[src/adc_cfg_consts.vh]
/*
  Constants of the converter configuration register block: register
  addresses, field positions, page codes, reset values and the layout of the
  serial control frame.
  Assumes it is included by its bare name by the design file that needs it.
*/
`ifndef ADC_CFG_CONSTS_VH
`define ADC_CFG_CONSTS_VH

// Register addresses within the 12-bit serial address space.
`define ADDR_SOFT_RESET 12'h000
`define ADDR_LINK_PAGE_LO 12'h003
`define ADDR_LINK_PAGE_HI 12'h004
`define ADDR_PAIR_WRITE 12'h005
`define ADDR_ANALOG_PAGE 12'h011
`define ADDR_CORE_MASK_ONE 12'h020
`define ADDR_BUF_MASK_ONE 12'h021
`define ADDR_CORE_MASK_TWO 12'h023
`define ADDR_BUF_MASK_TWO 12'h024
`define ADDR_SLEEP_CTRL 12'h026
`define ADDR_MASK_CTRL 12'h055

// Address spaces by upper address nibble, and the lowest master register address.
`define SPACE_GENERAL 4'h0
`define SPACE_LINK_WINDOW 4'h6
`define LOW_MASTER_ADDR 8'h20

// Page codes.
`define LINK_PAGE_MAIN 16'h6800
`define LINK_PAGE_DIGITAL 16'h6900
`define LINK_PAGE_ANALOG 16'h6A00
`define ANALOG_PAGE_MASTER 8'h80
`define ANALOG_PAGE_ADC 8'h0F

// Field positions.
`define RESET_BIT_HI 7
`define RESET_BIT_LO 0
`define PAIR_OFF_BIT 0
`define CORE_A_HI 7
`define CORE_A_LO 4
`define CORE_B_HI 3
`define CORE_B_LO 0
`define BUF_B_HI 7
`define BUF_B_LO 6
`define BUF_A_HI 5
`define BUF_A_LO 4
`define GLOBAL_SLEEP_BIT 7
`define PIN_IGNORE_BIT 6
`define MASK_CHOICE_BIT 5
`define MASK_ENABLE_BIT 4

// Reset values.
`define RST_BYTE 8'h00
`define RST_PAGE 16'h0000
`define RST_SYNC 4'h1
`define BYTE_ZERO 8'h00

// Serial frame layout: read flag, channel bit, 12-bit address, 8-bit data.
`define FRAME_LAST 5'd23
`define HEADER_LAST 5'd15
`define HEADER_DONE 5'd16
`define CNT_ZERO 5'd0
`define CNT_ONE 5'd1
`define FRAME_RW_BIT 23
`define FRAME_CH_BIT 20
`define FRAME_ADDR_HI 19
`define FRAME_ADDR_LO 8

`endif

[src/adc_page_select_regs.v]
/*
  Configuration register bank of a dual-channel converter: soft reset,
  link bank page number, channel pair-write control, analog bank page and
  the two power-down masks, reached over a host-clocked serial port.
  Assumes the serial clock runs well below a quarter of sys_clk, since all
  serial pins are sampled through two flip-flops.
*/
`timescale 1ns/1ns
`default_nettype none
`include "adc_cfg_consts.vh"

module adc_page_select_regs (
  input wire sys_clk,
  input wire arst_n,
  input wire serEnableN,
  input wire serClk,
  input wire serDataIn,
  output wire serDataOut,
  output wire serDataOutEn,
  input wire sleepPin,
  output reg softResetPulse,
  output wire [15:0] linkBankPageNumber,
  output wire [2:0] linkPageSelect,
  output wire [7:0] analogBankPage,
  output wire pairWriteOff,
  output reg chanWriteA,
  output reg chanWriteB,
  output reg [11:0] chanWriteAddr,
  output reg [7:0] chanWriteData,
  output reg [3:0] coreSleepA,
  output reg [3:0] coreSleepB,
  output reg [1:0] bufferSleepA,
  output reg [1:0] bufferSleepB,
  output reg wholeChipSleep
);

  ////////////////////////////////////////////////////////////////////////////
  // Pin synchronisers.

  // Reset level of each synchroniser: select idles high, the other pins low.
  localparam [3:0] SYNC_RST = `RST_SYNC;

  wire [3:0] pinRaw;
  wire [3:0] pinSync;
  assign pinRaw = {sleepPin, serDataIn, serClk, serEnableN};

  // Each pin passes two flip-flops; only the second stage is read.
  genvar g;
  generate
    for (g = 0; g < 4; g = g + 1) begin : gen_sync
      reg stageOneQ;
      reg stageTwoQ;
      always @(posedge sys_clk or negedge arst_n) begin
        if (!arst_n) begin
          stageOneQ <= SYNC_RST[g];
          stageTwoQ <= SYNC_RST[g];
        end else begin
          stageOneQ <= pinRaw[g];
          stageTwoQ <= stageOneQ;
        end
      end
      assign pinSync[g] = stageTwoQ;
    end
  endgenerate

  wire selN = pinSync[0];
  wire sclkS = pinSync[1];
  wire sdinS = pinSync[2];
  wire sleepPinS = pinSync[3];

  ////////////////////////////////////////////////////////////////////////////
  // Serial frame engine.

  reg sclkPrevQ;
  reg [4:0] bitCntQ;
  reg [23:0] frameQ;
  reg [7:0] outShiftQ;
  reg isReadQ;
  wire sclkRise = sclkS & ~sclkPrevQ & ~selN;
  wire sclkFall = ~sclkS & sclkPrevQ & ~selN;
  wire [23:0] frameNext = {frameQ[22:0], sdinS};
  // Carry bit kept so the increment is sized on purpose.
  wire [5:0] bitCntInc = bitCntQ + `CNT_ONE;
  wire frameDone = sclkRise && (bitCntQ == `FRAME_LAST) && !isReadQ;
  wire headerDone = sclkRise && (bitCntQ == `HEADER_LAST);
  wire [11:0] wrAddr = frameNext[`FRAME_ADDR_HI:`FRAME_ADDR_LO];
  wire [7:0] wrData = frameNext[7:0];
  wire wrChan = frameNext[`FRAME_CH_BIT];
  // Header is complete when headerDone fires: frameNext holds it in bits 15:0.
  wire [11:0] rdAddr = frameNext[11:0];
  wire rdFlag = frameNext[15];

  // Counts bits of a frame; deselect restarts the frame.
  always @(posedge sys_clk or negedge arst_n) begin
    if (!arst_n) begin
      sclkPrevQ <= 1'b0;
      bitCntQ <= `CNT_ZERO;
      frameQ <= 24'h00_0000;
      isReadQ <= 1'b0;
    end else begin
      sclkPrevQ <= sclkS;
      if (selN) begin
        bitCntQ <= `CNT_ZERO;
        isReadQ <= 1'b0;
      end else if (sclkRise) begin
        frameQ <= frameNext;
        if (bitCntQ != `FRAME_LAST)
          bitCntQ <= bitCntInc[4:0];
        else
          bitCntQ <= `CNT_ZERO;
        if (headerDone)
          isReadQ <= rdFlag;
      end
    end
  end

  ////////////////////////////////////////////////////////////////////////////
  // Register storage.

  reg [15:0] linkPageQ;
  reg pairOffQ;
  reg [7:0] analogPageQ;
  reg [7:0] coreMaskOneQ;
  reg [3:0] bufMaskOneQ;
  reg [7:0] coreMaskTwoQ;
  reg [3:0] bufMaskTwoQ;
  reg globalSleepQ;
  reg pinIgnoreQ;
  reg maskChoiceQ;
  reg maskEnableQ;

  // Master page registers are decoded only while the master page is chosen.
  wire masterPage = (analogPageQ == `ANALOG_PAGE_MASTER);
  wire adcPage = (analogPageQ == `ANALOG_PAGE_ADC);
  wire wrGeneral = frameDone && (wrAddr[11:8] == `SPACE_GENERAL);
  wire wrMaster = wrGeneral && masterPage;
  wire softResetHit = wrGeneral && (wrAddr == `ADDR_SOFT_RESET) &&
    (wrData[`RESET_BIT_HI] | wrData[`RESET_BIT_LO]);

  // Stores the documented fields; reserved bits are dropped.
  always @(posedge sys_clk or negedge arst_n) begin
    if (!arst_n) begin
      linkPageQ <= `RST_PAGE;
      pairOffQ <= 1'b0;
      analogPageQ <= `RST_BYTE;
      coreMaskOneQ <= `RST_BYTE;
      bufMaskOneQ <= 4'h0;
      coreMaskTwoQ <= `RST_BYTE;
      bufMaskTwoQ <= 4'h0;
      globalSleepQ <= 1'b0;
      pinIgnoreQ <= 1'b0;
      maskChoiceQ <= 1'b0;
      maskEnableQ <= 1'b0;
    end else if (softResetHit) begin
      linkPageQ <= `RST_PAGE;
      pairOffQ <= 1'b0;
      analogPageQ <= `RST_BYTE;
      coreMaskOneQ <= `RST_BYTE;
      bufMaskOneQ <= 4'h0;
      coreMaskTwoQ <= `RST_BYTE;
      bufMaskTwoQ <= 4'h0;
      globalSleepQ <= 1'b0;
      pinIgnoreQ <= 1'b0;
      maskChoiceQ <= 1'b0;
      maskEnableQ <= 1'b0;
    end else begin
      if (wrGeneral && wrAddr == `ADDR_LINK_PAGE_LO)
        linkPageQ[7:0] <= wrData;
      if (wrGeneral && wrAddr == `ADDR_LINK_PAGE_HI)
        linkPageQ[15:8] <= wrData;
      if (wrGeneral && wrAddr == `ADDR_PAIR_WRITE)
        pairOffQ <= wrData[`PAIR_OFF_BIT];
      if (wrGeneral && wrAddr == `ADDR_ANALOG_PAGE)
        analogPageQ <= wrData;
      if (wrMaster && wrAddr == `ADDR_CORE_MASK_ONE)
        coreMaskOneQ <= wrData;
      if (wrMaster && wrAddr == `ADDR_BUF_MASK_ONE)
        bufMaskOneQ <= wrData[`BUF_B_HI:`BUF_A_LO];
      if (wrMaster && wrAddr == `ADDR_CORE_MASK_TWO)
        coreMaskTwoQ <= wrData;
      if (wrMaster && wrAddr == `ADDR_BUF_MASK_TWO)
        bufMaskTwoQ <= wrData[`BUF_B_HI:`BUF_A_LO];
      if (wrMaster && wrAddr == `ADDR_SLEEP_CTRL) begin
        pinIgnoreQ <= wrData[`PIN_IGNORE_BIT];
        maskChoiceQ <= wrData[`MASK_CHOICE_BIT];
        // Global sleep only takes a new value once pin ignore is already set.
        if (pinIgnoreQ)
          globalSleepQ <= wrData[`GLOBAL_SLEEP_BIT];
      end
      if (wrMaster && wrAddr == `ADDR_MASK_CTRL)
        maskEnableQ <= wrData[`MASK_ENABLE_BIT];
    end
  end

  ////////////////////////////////////////////////////////////////////////////
  // Per-channel forwarding of paged writes.

  // Link window writes and ADC page writes go to the channel logic.
  wire fwdWrite = frameDone && !softResetHit &&
    ((wrAddr[11:8] == `SPACE_LINK_WINDOW) ||
     ((wrAddr[11:8] == `SPACE_GENERAL) && adcPage &&
      (wrAddr[7:0] >= `LOW_MASTER_ADDR)));

  // Pair mode hits both channels; otherwise the channel bit picks one.
  always @(posedge sys_clk or negedge arst_n) begin
    if (!arst_n) begin
      chanWriteA <= 1'b0;
      chanWriteB <= 1'b0;
      chanWriteAddr <= 12'h000;
      chanWriteData <= `BYTE_ZERO;
      softResetPulse <= 1'b0;
    end else begin
      chanWriteA <= fwdWrite && (!pairOffQ || !wrChan);
      chanWriteB <= fwdWrite && (!pairOffQ || wrChan);
      softResetPulse <= softResetHit;
      if (fwdWrite) begin
        chanWriteAddr <= wrAddr;
        chanWriteData <= wrData;
      end
    end
  end

  ////////////////////////////////////////////////////////////////////////////
  // Power-down outputs.

  reg [7:0] coreSel;
  reg [3:0] bufSel;
  reg [3:0] coreAD;
  reg [3:0] coreBD;
  reg [1:0] bufAD;
  reg [1:0] bufBD;

  // Chooses a mask, then gates it with the mask control bit.
  always @* begin
    coreSel = maskChoiceQ ? coreMaskTwoQ : coreMaskOneQ;
    bufSel = maskChoiceQ ? bufMaskTwoQ : bufMaskOneQ;
    coreAD = 4'h0;
    coreBD = 4'h0;
    bufAD = 2'b00;
    bufBD = 2'b00;
    if (maskEnableQ) begin
      coreAD = coreSel[`CORE_A_HI:`CORE_A_LO];
      coreBD = coreSel[`CORE_B_HI:`CORE_B_LO];
      // Buffer codes pass as stored: 00 active, 11 both down.
      bufBD = bufSel[3:2];
      bufAD = bufSel[1:0];
    end
  end

  // Registers the power-down controls; pin ignore hands sleep to software.
  always @(posedge sys_clk or negedge arst_n) begin
    if (!arst_n) begin
      coreSleepA <= 4'h0;
      coreSleepB <= 4'h0;
      bufferSleepA <= 2'b00;
      bufferSleepB <= 2'b00;
      wholeChipSleep <= 1'b0;
    end else begin
      coreSleepA <= coreAD;
      coreSleepB <= coreBD;
      bufferSleepA <= bufAD;
      bufferSleepB <= bufBD;
      wholeChipSleep <= pinIgnoreQ ? globalSleepQ : sleepPinS;
    end
  end

  ////////////////////////////////////////////////////////////////////////////
  // Page decode outputs.

  reg [2:0] pageSelQ;

  // One-hot, registered: bit 0 main digital, bit 1 link digital, bit 2 link analog.
  always @(posedge sys_clk or negedge arst_n) begin
    if (!arst_n) begin
      pageSelQ <= 3'b000;
    end else begin
      pageSelQ <= {linkPageQ == `LINK_PAGE_ANALOG,
        linkPageQ == `LINK_PAGE_DIGITAL, linkPageQ == `LINK_PAGE_MAIN};
    end
  end

  assign linkBankPageNumber = linkPageQ;
  assign linkPageSelect = pageSelQ;
  assign analogBankPage = analogPageQ;
  assign pairWriteOff = pairOffQ;

  ////////////////////////////////////////////////////////////////////////////
  // Read-back.

  reg [7:0] rdByte;

  // Returns stored fields; reserved bits and write-only registers read zero.
  always @* begin
    rdByte = `BYTE_ZERO;
    if (rdAddr[11:8] == `SPACE_GENERAL) begin
      case (rdAddr)
        `ADDR_LINK_PAGE_LO: rdByte = linkPageQ[7:0];
        `ADDR_LINK_PAGE_HI: rdByte = linkPageQ[15:8];
        `ADDR_PAIR_WRITE: rdByte = {7'h00, pairOffQ};
        `ADDR_ANALOG_PAGE: rdByte = analogPageQ;
        default: rdByte = `BYTE_ZERO;
      endcase
      if (masterPage) begin
        case (rdAddr)
          `ADDR_CORE_MASK_ONE: rdByte = coreMaskOneQ;
          `ADDR_BUF_MASK_ONE: rdByte = {bufMaskOneQ, 4'h0};
          `ADDR_CORE_MASK_TWO: rdByte = coreMaskTwoQ;
          `ADDR_BUF_MASK_TWO: rdByte = {bufMaskTwoQ, 4'h0};
          `ADDR_SLEEP_CTRL: rdByte = {globalSleepQ, pinIgnoreQ, maskChoiceQ, 5'h00};
          `ADDR_MASK_CTRL: rdByte = {3'h0, maskEnableQ, 4'h0};
          default: rdByte = rdByte;
        endcase
      end
    end
  end

  // Loads after the header, shifts on each falling edge past the first.
  always @(posedge sys_clk or negedge arst_n) begin
    if (!arst_n) begin
      outShiftQ <= `BYTE_ZERO;
    end else if (headerDone && rdFlag) begin
      outShiftQ <= rdByte;
    end else if (sclkFall && isReadQ && bitCntQ > `HEADER_DONE) begin
      outShiftQ <= {outShiftQ[6:0], 1'b0};
    end
  end

  assign serDataOut = outShiftQ[7];
  assign serDataOutEn = isReadQ & ~selN;

endmodule // adc_page_select_regs
`default_nettype wire

[config.mk]
export PLATFORM = sky130hd
export DESIGN_NAME = adc_page_select_regs
export DESIGN_NICKNAME = d
export VERILOG_FILES = /design/src/adc_page_select_regs.v
export VERILOG_INCLUDE_DIRS = /design/src
export SDC_FILE = /design/constraint.sdc
export NUM_CORES = 1
export LEC_CHECK = 0
export ABC_AREA = 1
export BUFFER_PORTS_ARGS = -buffer_cell sky130_fd_sc_hd__buf_4
export CAP_MARGIN = 20
export CORE_AREA = 2 2 128 130
export DETAILED_ROUTE_END_ITERATION = 8
export DIE_AREA = 0 0 130 132
export PLACE_DENSITY = 0.64
export SYNTH_ARGS = -nofsm -noshare
export SYNTH_HDL_FRONTEND = slang
export SYNTH_SLANG_ARGS = --single-unit
[constraint.sdc]
create_clock -name sys_clk -period 1.75 [get_ports sys_clk]
set_clock_uncertainty 0.15 [all_clocks]
set_input_delay 0.175 -clock sys_clk [delete_from_list [all_inputs] [get_ports sys_clk]]
set_output_delay 0.175 -clock sys_clk [all_outputs]
set_load 0.01 [all_outputs]
==> metrics.md, run 1 <==
| Metric | Value |
|---|---|
| CTS Buf Count | 17 |
| Slowest CP cell | dfrtp_1 |
| Post-route antenna net violation count | 0 |
| Vias | 6,109 |
| Seq/Total Area, Yosys | 54.8% |
| Final setup TNS | -20,150 ps |
| Global-route wire length before repair | 31.1 mm |
| Avg Vias per Cell | 5.20 |
| Crit share post-route | 120% |
| Final #Nets | 955 |
| Vias in the first global route | 5,867 |
| Area of the multi-input gates | 3180 um^2 |
| Count of cell types in the netlist | 40 |
| Startpoint type of the worst setup path | register |
| Clock Tree Root | clkbuf_16 |
| Worst path bufs/invs | 0 |
| Violated checks | negative setup slack |
| Status | finished, violations left |
| Cells after Synth | 703 |
| RSZ-0062 raised after global routing | yes |
| Fin. max-slew vios | 0 |
| Die area | 17,200 um^2 |
| Largest net degree at the start of global routing | 46 |
| Residual DRC | 0 |
| FFs w/ async S/R, synth | 100% |
| Ant diodes | 0 |
| Routed wire length per instance | 17.4 um |
| Max_cap viols | 0 |
| Period minus WS final | 2100 ps |
| H-tree depth | 4 |
| Hold Vio Cnt, Final | 0 |
| Hold Path Class | input pin to asynchronous set/reset pin |
| Post-synth top flop | dfrtp_1 |
| Core Region | 15,700 um^2 |
| Slew Limit Headroom | 68.0% |
| Required @ worst endpoint | 1910 ps |
| PnR worst setup slack | -352 ps |
| Synth Warn # | 0 |
| Crit Path Max Fanout | 4 |
| Total power | 8.95 mW |
| WP data arrival | 2260 ps |
| Syn_area_per_cell | 8.77 um^2 |
| Row count | 46 |
| GPL Wtd Cong | 0.923 |
| Die Span X | 130 um |
| Share of layout cells above drive strength 1 | 48.2% |
| Final count of negative-setup-slack endpoints | 84 |
| FILL cells | 1,217 |
| GRT Overall Usage | 23.5% |
| Register cell area after layout | 3380 um^2 |
| Worst-skew pair later-pin latency | 430 ps |
| 1st-pass router iterations | 7 |
| Synth Net Count | 712 |
| Maximum VDD drop | 0.691 mV |
| Synth top area cells | dfrtp_1 (54%), nand2_1 (9.8%), o21ai_0 (5.9%) |
| Leak pwr | 4.69 nW |
| Hold WS | 92.2 ps |
| Max Fclk | 476 MHz |
| Initial antenna violation count | 1 |
| IO Port Bufs | 71 |
| Crit path top cell by count | nor2_4 |
| Reg clk slew, reported paths | 60 ps |
| Cell Pwr Density | 905 nW/um^2 |
| Max incr delay on CP | 350 ps |
| DRT iter0 DRCs | 569 |
| Clock buffer depth | 2 |
| Gr ovfl total | 0 |
| Initial core utilization | 39.2% |
| Synthesized flop and latch total | 135 |
| CP top delay family | simple AND/OR/NAND/NOR gates |
| I/O pin count | 72 |
| Number of clock sinks | 135 |
| Post-DP HPWL | 12.9 mm |
| Critical-path cell list | ha_2, nand2_2, nor3_4, nand3_2, nor2_4, nand2_4, nor2_4, nand4_1, nand3_1, o21ai_1 |
| CTS tree | done |
| Worst-Margin Slew | 479 ps |
| Largest area contributor in the netlist | dfrtp_1 |
| Layout area overhead | 60.5% |
| Die H | 132 um |
| Total Wirelength | 20.5 mm |
| EDFF count, synth | 0 |
| Post-synth top area share | 54.0% |
| Critical Path Sink Type | register |
| Critical path class | register to register |
| Mapped cell area | 6170 um^2 |
[sequential cells by signal, indices dropped and copies added, names as in the netlist, 5 cells and up]
| register | count |
|---|---|
| frameQ | 20 |
| linkBankPageNumber | 16 |
| chanWriteAddr | 12 |
| analogBankPage | 8 |
| chanWriteData | 8 |
| coreMaskOneQ | 8 |
| coreMaskTwoQ | 8 |
| outShiftQ | 8 |
| bitCntQ | 5 |
[cells in the mapped netlist (3+ instances only)]
master    instances
ha_1              3
nand2_2          11
dfrtp_1         133
a21oi_1          17
buf_2             3
nor2_2            4
nand3_1          45
o22ai_1          14
clkbuf_1          9
inv_1            63
nor2_4            5
nand2_1         161
o21ai_0          73
inv_2            13
nor2_1           53
nor3_1            9
o21ai_2           9
nor4_1            5
nand3_2           3
nand4_1          15
o21ai_1          28
[area by class of cell]
class | count | share of cell area (%)
flip-flops and latches | 135 | 34.2
well taps | 216 | 2.73
multi-input cells | 478 | 32.2
clock buffers | 21 | 4.75
inverters | 78 | 3.36
repair buffers | 236 | 21.1
clock inverters | 11 | 1.72
[cells by family after synthesis]
family                     count (synthesis)  synth area share [%]
and+or+nand+nor                          321                  24.5
AOI/OAI and AO/OA                        148                  13.7
buffers and inverters                     94                  6.15
DFF                                      135                  54.8
xor gates and xnor gates                   2                 0.284
adders and majority gates                  3                 0.609
[cells in the final DEF (no fill, tap or decap), drive strengths merged, types with 2 or more instances in the layout]
cell / n
o31ai: 2
clkinvlp: 3
o21ai: 110
ha: 3
a21oi: 18
nor2: 64
o22ai: 14
inv: 77
a31oi: 3
dlygate4sd3: 5
clkbuf: 21
nor4: 5
o211ai: 2
nand4: 15
clkinv: 5
nand3: 49
nor3: 12
dfrtp: 133
bufinv: 4
nand2: 177
buf: 231
dfstp: 2
[worst register-to-register path: stages, from the launching register on]
cell     delay [ps]
dfrtp_1         350
ha_2            190
nand2_2          80
nor3_4          140
nand3_2         140
nor2_4          220
nand2_4         130
nor2_4          170
nand4_1         200
nand3_1         150
o21ai_1          80
[report_power, final]
| part | total, mW | internal [mW] | switching [mW] |
|---|---|---|---|
| combinational | 1.81 | 0.744 | 1.07 |
| sequential | 3.25 | 3.19 | 0.0649 |
| clock | 3.89 | 2.50 | 1.39 |
[worst paths after layout]
check / from / to / slack, ps / cells after the start
max in group asynchronous: arst_n / linkBankPageNumber[11] / 760 / 3
min in group sys_clk: gen_sync[3].stageOneQ / gen_sync[3].stageTwoQ / 200 / 0
hold / removal: arst_n / chanWriteData[2] / 90 / 2
setup / recovery: bitCntQ[1] / pinIgnoreQ / -350 / 10
hold reg to reg: gen_sync[3].stageOneQ / gen_sync[3].stageTwoQ / 200 / 0
setup reg to reg: bitCntQ[1] / pinIgnoreQ / -350 / 10
[metrics by stage]
stage / instance area (um^2) / util [%] / setup WS [ps] / std cells
4_1_cts: 9370 / 59.7 / -280 / 1160
3_3_place_gp: 7910 / 50.3 / -247 / 1102
2_1_floorplan: 6220 / - / -150 / 703
5_1_grt: 9890 / 63.0 / -493 / 1175
6_report: 9890 / 63.0 / -352 / 1175
3_5_place_dp: 7910 / 50.3 / -338 / 1102
[repair_timing]
item,4_1_cts,5_1_grt
gates resized for setup,157,92
pin swaps,48,30
hold buffers,5,0
endpoints found under the hold margin,139,0
gates cloned,7,1
endpoints found under the setup margin,82,85
setup buffers,14,15
[metal layers]
metal	vias up	GRT usage, %	share of wire, %
li1	2848	-	-
met1	2942	33.0	44
met2	249	36.1	48
met3	68	4.63	4.9
met4	2	8.78	3.9
met5	-	0	0.034
Power figures use the tool's default switching activity.
==> inputs of run 2 (changes only) <==
ABC_AREA = 0   (was 1)
CORE_AREA = 8 8 135 137   (was 2 2 128 130)
DIE_AREA = 0 0 143 145   (was 0 0 130 132)
PLACE_DENSITY = 0.65   (was 0.64)
==> run 2 against run 1 <==
Compared with the run above:
- the run still ends with negative setup slack left
- combinational power about the same
- clock power down 1%
- count of clock-buffer cells in the layout down 1
- non-clock buffer count up 2
- via count down 3.5%
- die area up 21%
- final area down 1.7%
- largest cell class unchanged
- largest power group unchanged
==> metrics.md, run 2 <==
| Metric | Value |
|---|---|
| FFs w/ async S/R, synth | 100% |
| Slew Limit Headroom | 69.2% |
| GPL Wtd Cong | 0.917 |
| Crit share post-route | 139% |
| Max Fclk | 410 MHz |
| Residual DRC | 0 |
| Critical path class | register to register |
| PnR worst setup slack | -689 ps |
| Hold WS | 52.6 ps |
| RSZ-0062 raised after global routing | yes |
| Synth Warn # | 0 |
| Critical-path cell list | or3_4, or3_4, or4_4, or3_4, a21oi_4 |
| Largest area contributor in the netlist | dfrtp_1 |
| Startpoint type of the worst setup path | register |
| Final instance area | 9730 um^2 |
| GRT Overall Usage | 20.0% |
| CP top delay family | simple AND/OR/NAND/NOR gates |
| Post-DP Area | 8100 um^2 |
| Most frequent cells in the layout | buf_4 (194), dfrtp_1 (133), nand2_1 (82) |
| Die H | 145 um |
| Avg Vias per Cell | 5.55 |
| Cell with the most instances after synthesis | dfrtp_1 |
| Die area | 20,700 um^2 |
| Cells after Synth | 610 |
| Slowest CP cell | or3_4 |
| Worst path bufs/invs | 0 |
| Number of clock sinks | 135 |
| FILL cells | 1,249 |
| I/O pin count | 72 |
| Post-synth top area share | 52.8% |
| Routed wire length per instance | 19.7 um |
| Global-route wire length before repair | 32.3 mm |
| Number of flip-flops in the largest register | 20 |
| Setup slack, reg-to-reg | -690 ps |
| Largest net degree at the start of global routing | 43 |
| Count of cell types in the netlist | 58 |
| Cell Pwr Density | 910 nW/um^2 |
| Synth Net Count | 619 |
| Final count of negative-setup-slack endpoints | 84 |
| Max_cap viols | 0 |
| Die Span X | 143 um |
| Required @ worst endpoint | 1960 ps |
| Seq/Total Area, Yosys | 53.6% |
| Ant diodes | 0 |
| Maximum VDD drop | 0.739 mV |
| Initial core utilization | 39.0% |
| Period minus WS final | 2440 ps |
| Fin. max-slew vios | 0 |
| Mapped cell area | 6300 um^2 |
| Status | finished, violations left |
| Critical Path Sink Type | register |
| Max incr delay on CP | 460 ps |
| 1st-pass router iterations | 6 |
| CTS Buf Count | 17 |
| Hold Vio Cnt, Final | 0 |
| WP data arrival | 2650 ps |
| Layout area overhead | 54.4% |
| Crit path top cell by count | or3_4 |
| Synth cell count leaders | dfrtp_1 (133), nand2_1 (96), mux2i_1 (48), nor2_1 (46), o21ai_0 (45) |
| Vias in the first global route | 5,938 |
| Reg clk slew, reported paths | 60 ps |
| Final Non-Filler Cells | 1,062 |
| Synthesized flop and latch total | 135 |
| Leak pwr | 4.42 nW |
| Row count | 47 |
| Vias | 5,897 |
| Worst-skew pair later-pin latency | 440 ps |
| EDFF count, synth | 0 |
| Gr ovfl total | 0 |
| Commonest non-fill, non-tap cell in the layout | buf_4 |
| CTS tree | done |
| Reg with most FFs | frameQ |
| Post-DP HPWL | 13.3 mm |
| Synth top area cells | dfrtp_1 (53%), mux2i_1 (7.6%), nand2_1 (5.7%) |
| Final #Nets | 838 |
| DP Worst Slack | -665 ps |
| Core Region | 16,200 um^2 |
| Hold Path Class | input pin to asynchronous set/reset pin |
| Violated checks | negative setup slack |
| Crit Path Max Fanout | 7 |
| H-tree depth | 4 |
| Post-route antenna net violation count | 0 |
| Initial antenna violation count | 0 |
| Share of layout cells above drive strength 1 | 46.2% |
| Post-layout util | 60.2% |
| Clock Tree Root | clkbuf_16 |
| Post-synth top flop | dfrtp_1 |
| Syn_area_per_cell | 10.3 um^2 |
| Cells after DPL | 990 |
| Worst-Margin Slew | 463 ps |
| IO Port Bufs | 71 |
| DRT iter0 DRCs | 553 |
| Total Wirelength | 20.9 mm |
| Clock buffer depth | 2 |
-- run 2: final cells by class --
| class | instances | area (um^2) | share of cell area [%] |
|---|---|---|---|
| tap | 220 | 275 | 2.83 |
| sequential | 135 | 3380 | 34.7 |
| inverter | 13 | 48.8 | 0.502 |
| clock buffer | 20 | 457 | 4.69 |
| multi-input combinational | 424 | 3290 | 33.8 |
| timing repair buffer | 238 | 2110 | 21.7 |
| clock inverter | 12 | 175 | 1.80 |
-- run 2: cell families (layout without fill, tap and decap cells) --
| kind of cell | Yosys count | count (layout) | synth area share (%) |
|---|---|---|---|
| buf+inv | 51 | 283 | 3.34 |
| mux | 69 | 69 | 11.4 |
| xor+xnor | 1 | 1 | 0.139 |
| fa+ha+maj | 3 | 3 | 0.596 |
| simple gates | 258 | 258 | 21.5 |
| flops | 135 | 135 | 53.6 |
| compound gates | 93 | 93 | 9.37 |
-- run 2: path summary, 6_finish.rpt --
| path | startpoint | end | depth (start not counted) |
|---|---|---|---|
| worst max-delay path | isReadQ | globalSleepQ | 5 |
| worst min-delay path | arst_n | chanWriteData[5] | 2 |
| worst max register to register | isReadQ | globalSleepQ | 5 |
| worst min register to register | gen_sync[2].stageOneQ | gen_sync[2].stageTwoQ | 0 |
| max in group asynchronous | arst_n | gen_sync[0].stageTwoQ | 3 |
| min in group sys_clk | gen_sync[2].stageOneQ | gen_sync[2].stageTwoQ | 0 |
-- run 2: what timing repair did --
item / 4_1_cts / 5_1_grt
setup endpoints to repair: 86 / 86
pin swaps: 46 / 33
hold buffers: 5 / 0
resized for setup: 115 / 59
buffers inserted: 22 / 10
gates cloned: 6 / 2
hold endpoints to repair: 137 / 0
-- run 2: report_power, final --
group,internal [mW],total [mW],switching [mW]
logic,0.815,1.78,0.969
registers,3.18,3.23,0.0480
clock network,2.45,3.84,1.39
-- run 2: through the flow --
stage | power (mW) | TNS [ps]
4_1_cts | 8.83 | -39300
6_report | 8.86 | -46090
2_1_floorplan | 3.96 | -55680
3_5_place_dp | 4.58 | -42080
3_3_place_gp | 4.55 | -39200
5_1_grt | 9.15 | -53510
-- run 2: per-layer routing --
metal	share of wire [%]	up-vias	GRT usage [%]
li1	-	2632	-
met1	40	2964	24.4
met2	50	250	32.7
met3	7.0	51	4.40
met4	3.0	0	9.46
met5	0	-	0
==> inputs of run 3 (changes only) <==
CORE_AREA = 2 2 129 131   (was 8 8 135 137)
DIE_AREA = 0 0 131 133   (was 0 0 143 145)
SLEW_MARGIN = 20   (was default)
==> run 3 against run 2 <==
Compared with the run above:
- highest routed layer unchanged
- fmax grew 2.8%
- sequential power hardly changed
- register-to-register slack improved by 70 ps
- the flow still finishes with violations (negative setup slack)
==> metrics.md, run 3 (synthesis gave the netlist of run 2 again) <==
| Metric | Value |
|---|---|
| Slew Limit Headroom | 67.0% |
| Startpoint type of the worst setup path | register |
| Worst-Margin Slew | 493 ps |
| Register cell area after layout | 3380 um^2 |
| Critical Path Start | isReadQ |
| Worst-skew pair later-pin latency | 430 ps |
| Fin. max-slew vios | 0 |
| Core Region | 16,200 um^2 |
| Area of the multi-input gates | 3260 um^2 |
| CTS Buf Count | 17 |
| Largest net degree at the start of global routing | 52 |
| Ant diodes | 0 |
| Clock Tree Root | clkbuf_16 |
| Row count | 47 |
| Hold Vio Cnt, Final | 0 |
| Met2 WL post-DR | 9.75 mm |
| Violated checks | negative setup slack |
| Final #Nets | 827 |
| Hold WS | 65.9 ps |
| Final instance area | 9580 um^2 |
| Critical Path Sink Type | register |
| Routed length on met3 | 1.22 mm |
| Setup slack, reg-to-reg | -620 ps |
| RSZ-0062 raised after global routing | yes |
| Initial antenna violation count | 0 |
| Die Span X | 131 um |
| Share of layout cells above drive strength 1 | 44.4% |
| DP Worst Slack | -777 ps |
| Final count of negative-setup-slack endpoints | 84 |
| GRT Overall Usage | 22.7% |
| WP data arrival | 2570 ps |
| Reg clk slew, reported paths | 60 ps |
| Commonest non-fill, non-tap cell in the layout | buf_4 |
| Layout area overhead | 52.1% |
| Most frequent cells in the layout | buf_4 (182), dfrtp_1 (133), nand2_1 (84) |
| Reg with most FFs | frameQ |
| Number of flip-flops in the largest register | 20 |
| FF-to-FF Start | isReadQ |
| Global-route wire length before repair | 30.1 mm |
| Crit share post-route | 136% |
| Number of clock sinks | 135 |
| Gr ovfl total | 0 |
| Vias | 5,766 |
| Leak pwr | 4.36 nW |
| Clock buffer depth | 2 |
| Status | finished, violations left |
| H-tree depth | 4 |
| Total power | 8.49 mW |
| Max_cap viols | 0 |
| Final setup TNS | -41,280 ps |
| CTS tree | done |
| Total Wirelength | 19.8 mm |
| Avg Vias per Cell | 5.50 |
| R2r endpoint | globalSleepQ |
| Post-route antenna net violation count | 0 |
| Final Non-Filler Cells | 1,048 |
| Period minus WS final | 2370 ps |
| Die area | 17,400 um^2 |
| Cell Pwr Density | 886 nW/um^2 |
| IO Port Bufs | 71 |
| Post-DP HPWL | 12.9 mm |
| Cells after DPL | 983 |
| PnR worst setup slack | -623 ps |
| Routed wire length per instance | 18.9 um |
| Vias in the first global route | 5,746 |
| Die H | 133 um |
| Max Fclk | 421 MHz |
| Initial core utilization | 39.0% |
| CP endpoint | globalSleepQ |
| I/O pin count | 72 |
| 1st-pass router iterations | 5 |
| DRT met1 WL | 8.24 mm |
| Hold Path Class | input pin to asynchronous set/reset pin |
| Maximum VDD drop | 0.772 mV |
| DRT iter0 DRCs | 584 |
| Residual DRC | 0 |
| Worst-case reg-to-reg path depth | 5 |
| Critical path class | register to register |
| Required @ worst endpoint | 1950 ps |
| Crit Path Max Fanout | 6 |
| Post-layout util | 59.3% |
| Post-DP Area | 8050 um^2 |
| GPL Wtd Cong | 0.954 |
| FILL cells | 1,293 |
| Top Layer Used | met4 |
run 3: changes by cell type in the layout (fill, tap and decap cells not counted), sizes merged:
cell,before,now
bufbuf,1,0
clkinv,5,3
buf,231,221
bufinv,4,3
run 3: how the worst min path moves through the flow:
stage | from | to | slack (ps) | depth (start not counted)
floorplan | arst_n | analogBankPage[0] | -270 | 0
global placement | arst_n | chanWriteData[4] | -50 | 1
detailed placement | arst_n | chanWriteData[5] | -40 | 1
CTS | arst_n | gen_sync[3].stageTwoQ | 80 | 2
global route | arst_n | chanWriteData[5] | 100 | 2
finish | arst_n | chanWriteData[5] | 70 | 2
run 3: cell type report:
| class | instances | share of cell area [%] |
|---|---|---|
| clock buffer | 20 | 4.77 |
| clock inverter | 9 | 1.33 |
| inverter | 13 | 0.509 |
| multi-input combinational | 424 | 34.0 |
| sequential | 135 | 35.3 |
| tap | 220 | 2.87 |
| timing repair buffer | 227 | 21.3 |
run 3: repair_timing:
action	4_1_cts	5_1_grt
endpoints found under the setup margin	86	85
resized for setup	109	60
cloned	5	3
pin swaps	17	26
hold buffers	5	0
hold endpoints to repair	137	0
buffers inserted	16	12
run 3: critical path, stage by stage (launching register included):
cell and delay, ps:
dfrtp_1 370, or3_1 390, or3_4 430, or4_4 440
or3_1 370, a21oi_1 150
run 3: routing by layer:
layer | track usage (%) | vias to the layer above
met5 | 0 | -
met4 | 9.75 | 0
met3 | 6.15 | 47
met2 | 35.3 | 243
met1 | 29.6 | 2869
li1 | - | 2607
run 3: where the power goes:
group / leakage, nW / internal (mW) / switching, mW
combinational: 2.22 / 0.719 / 0.958
sequential: 1.85 / 3.19 / 0.0430
clock: 0.280 / 2.28 / 1.30
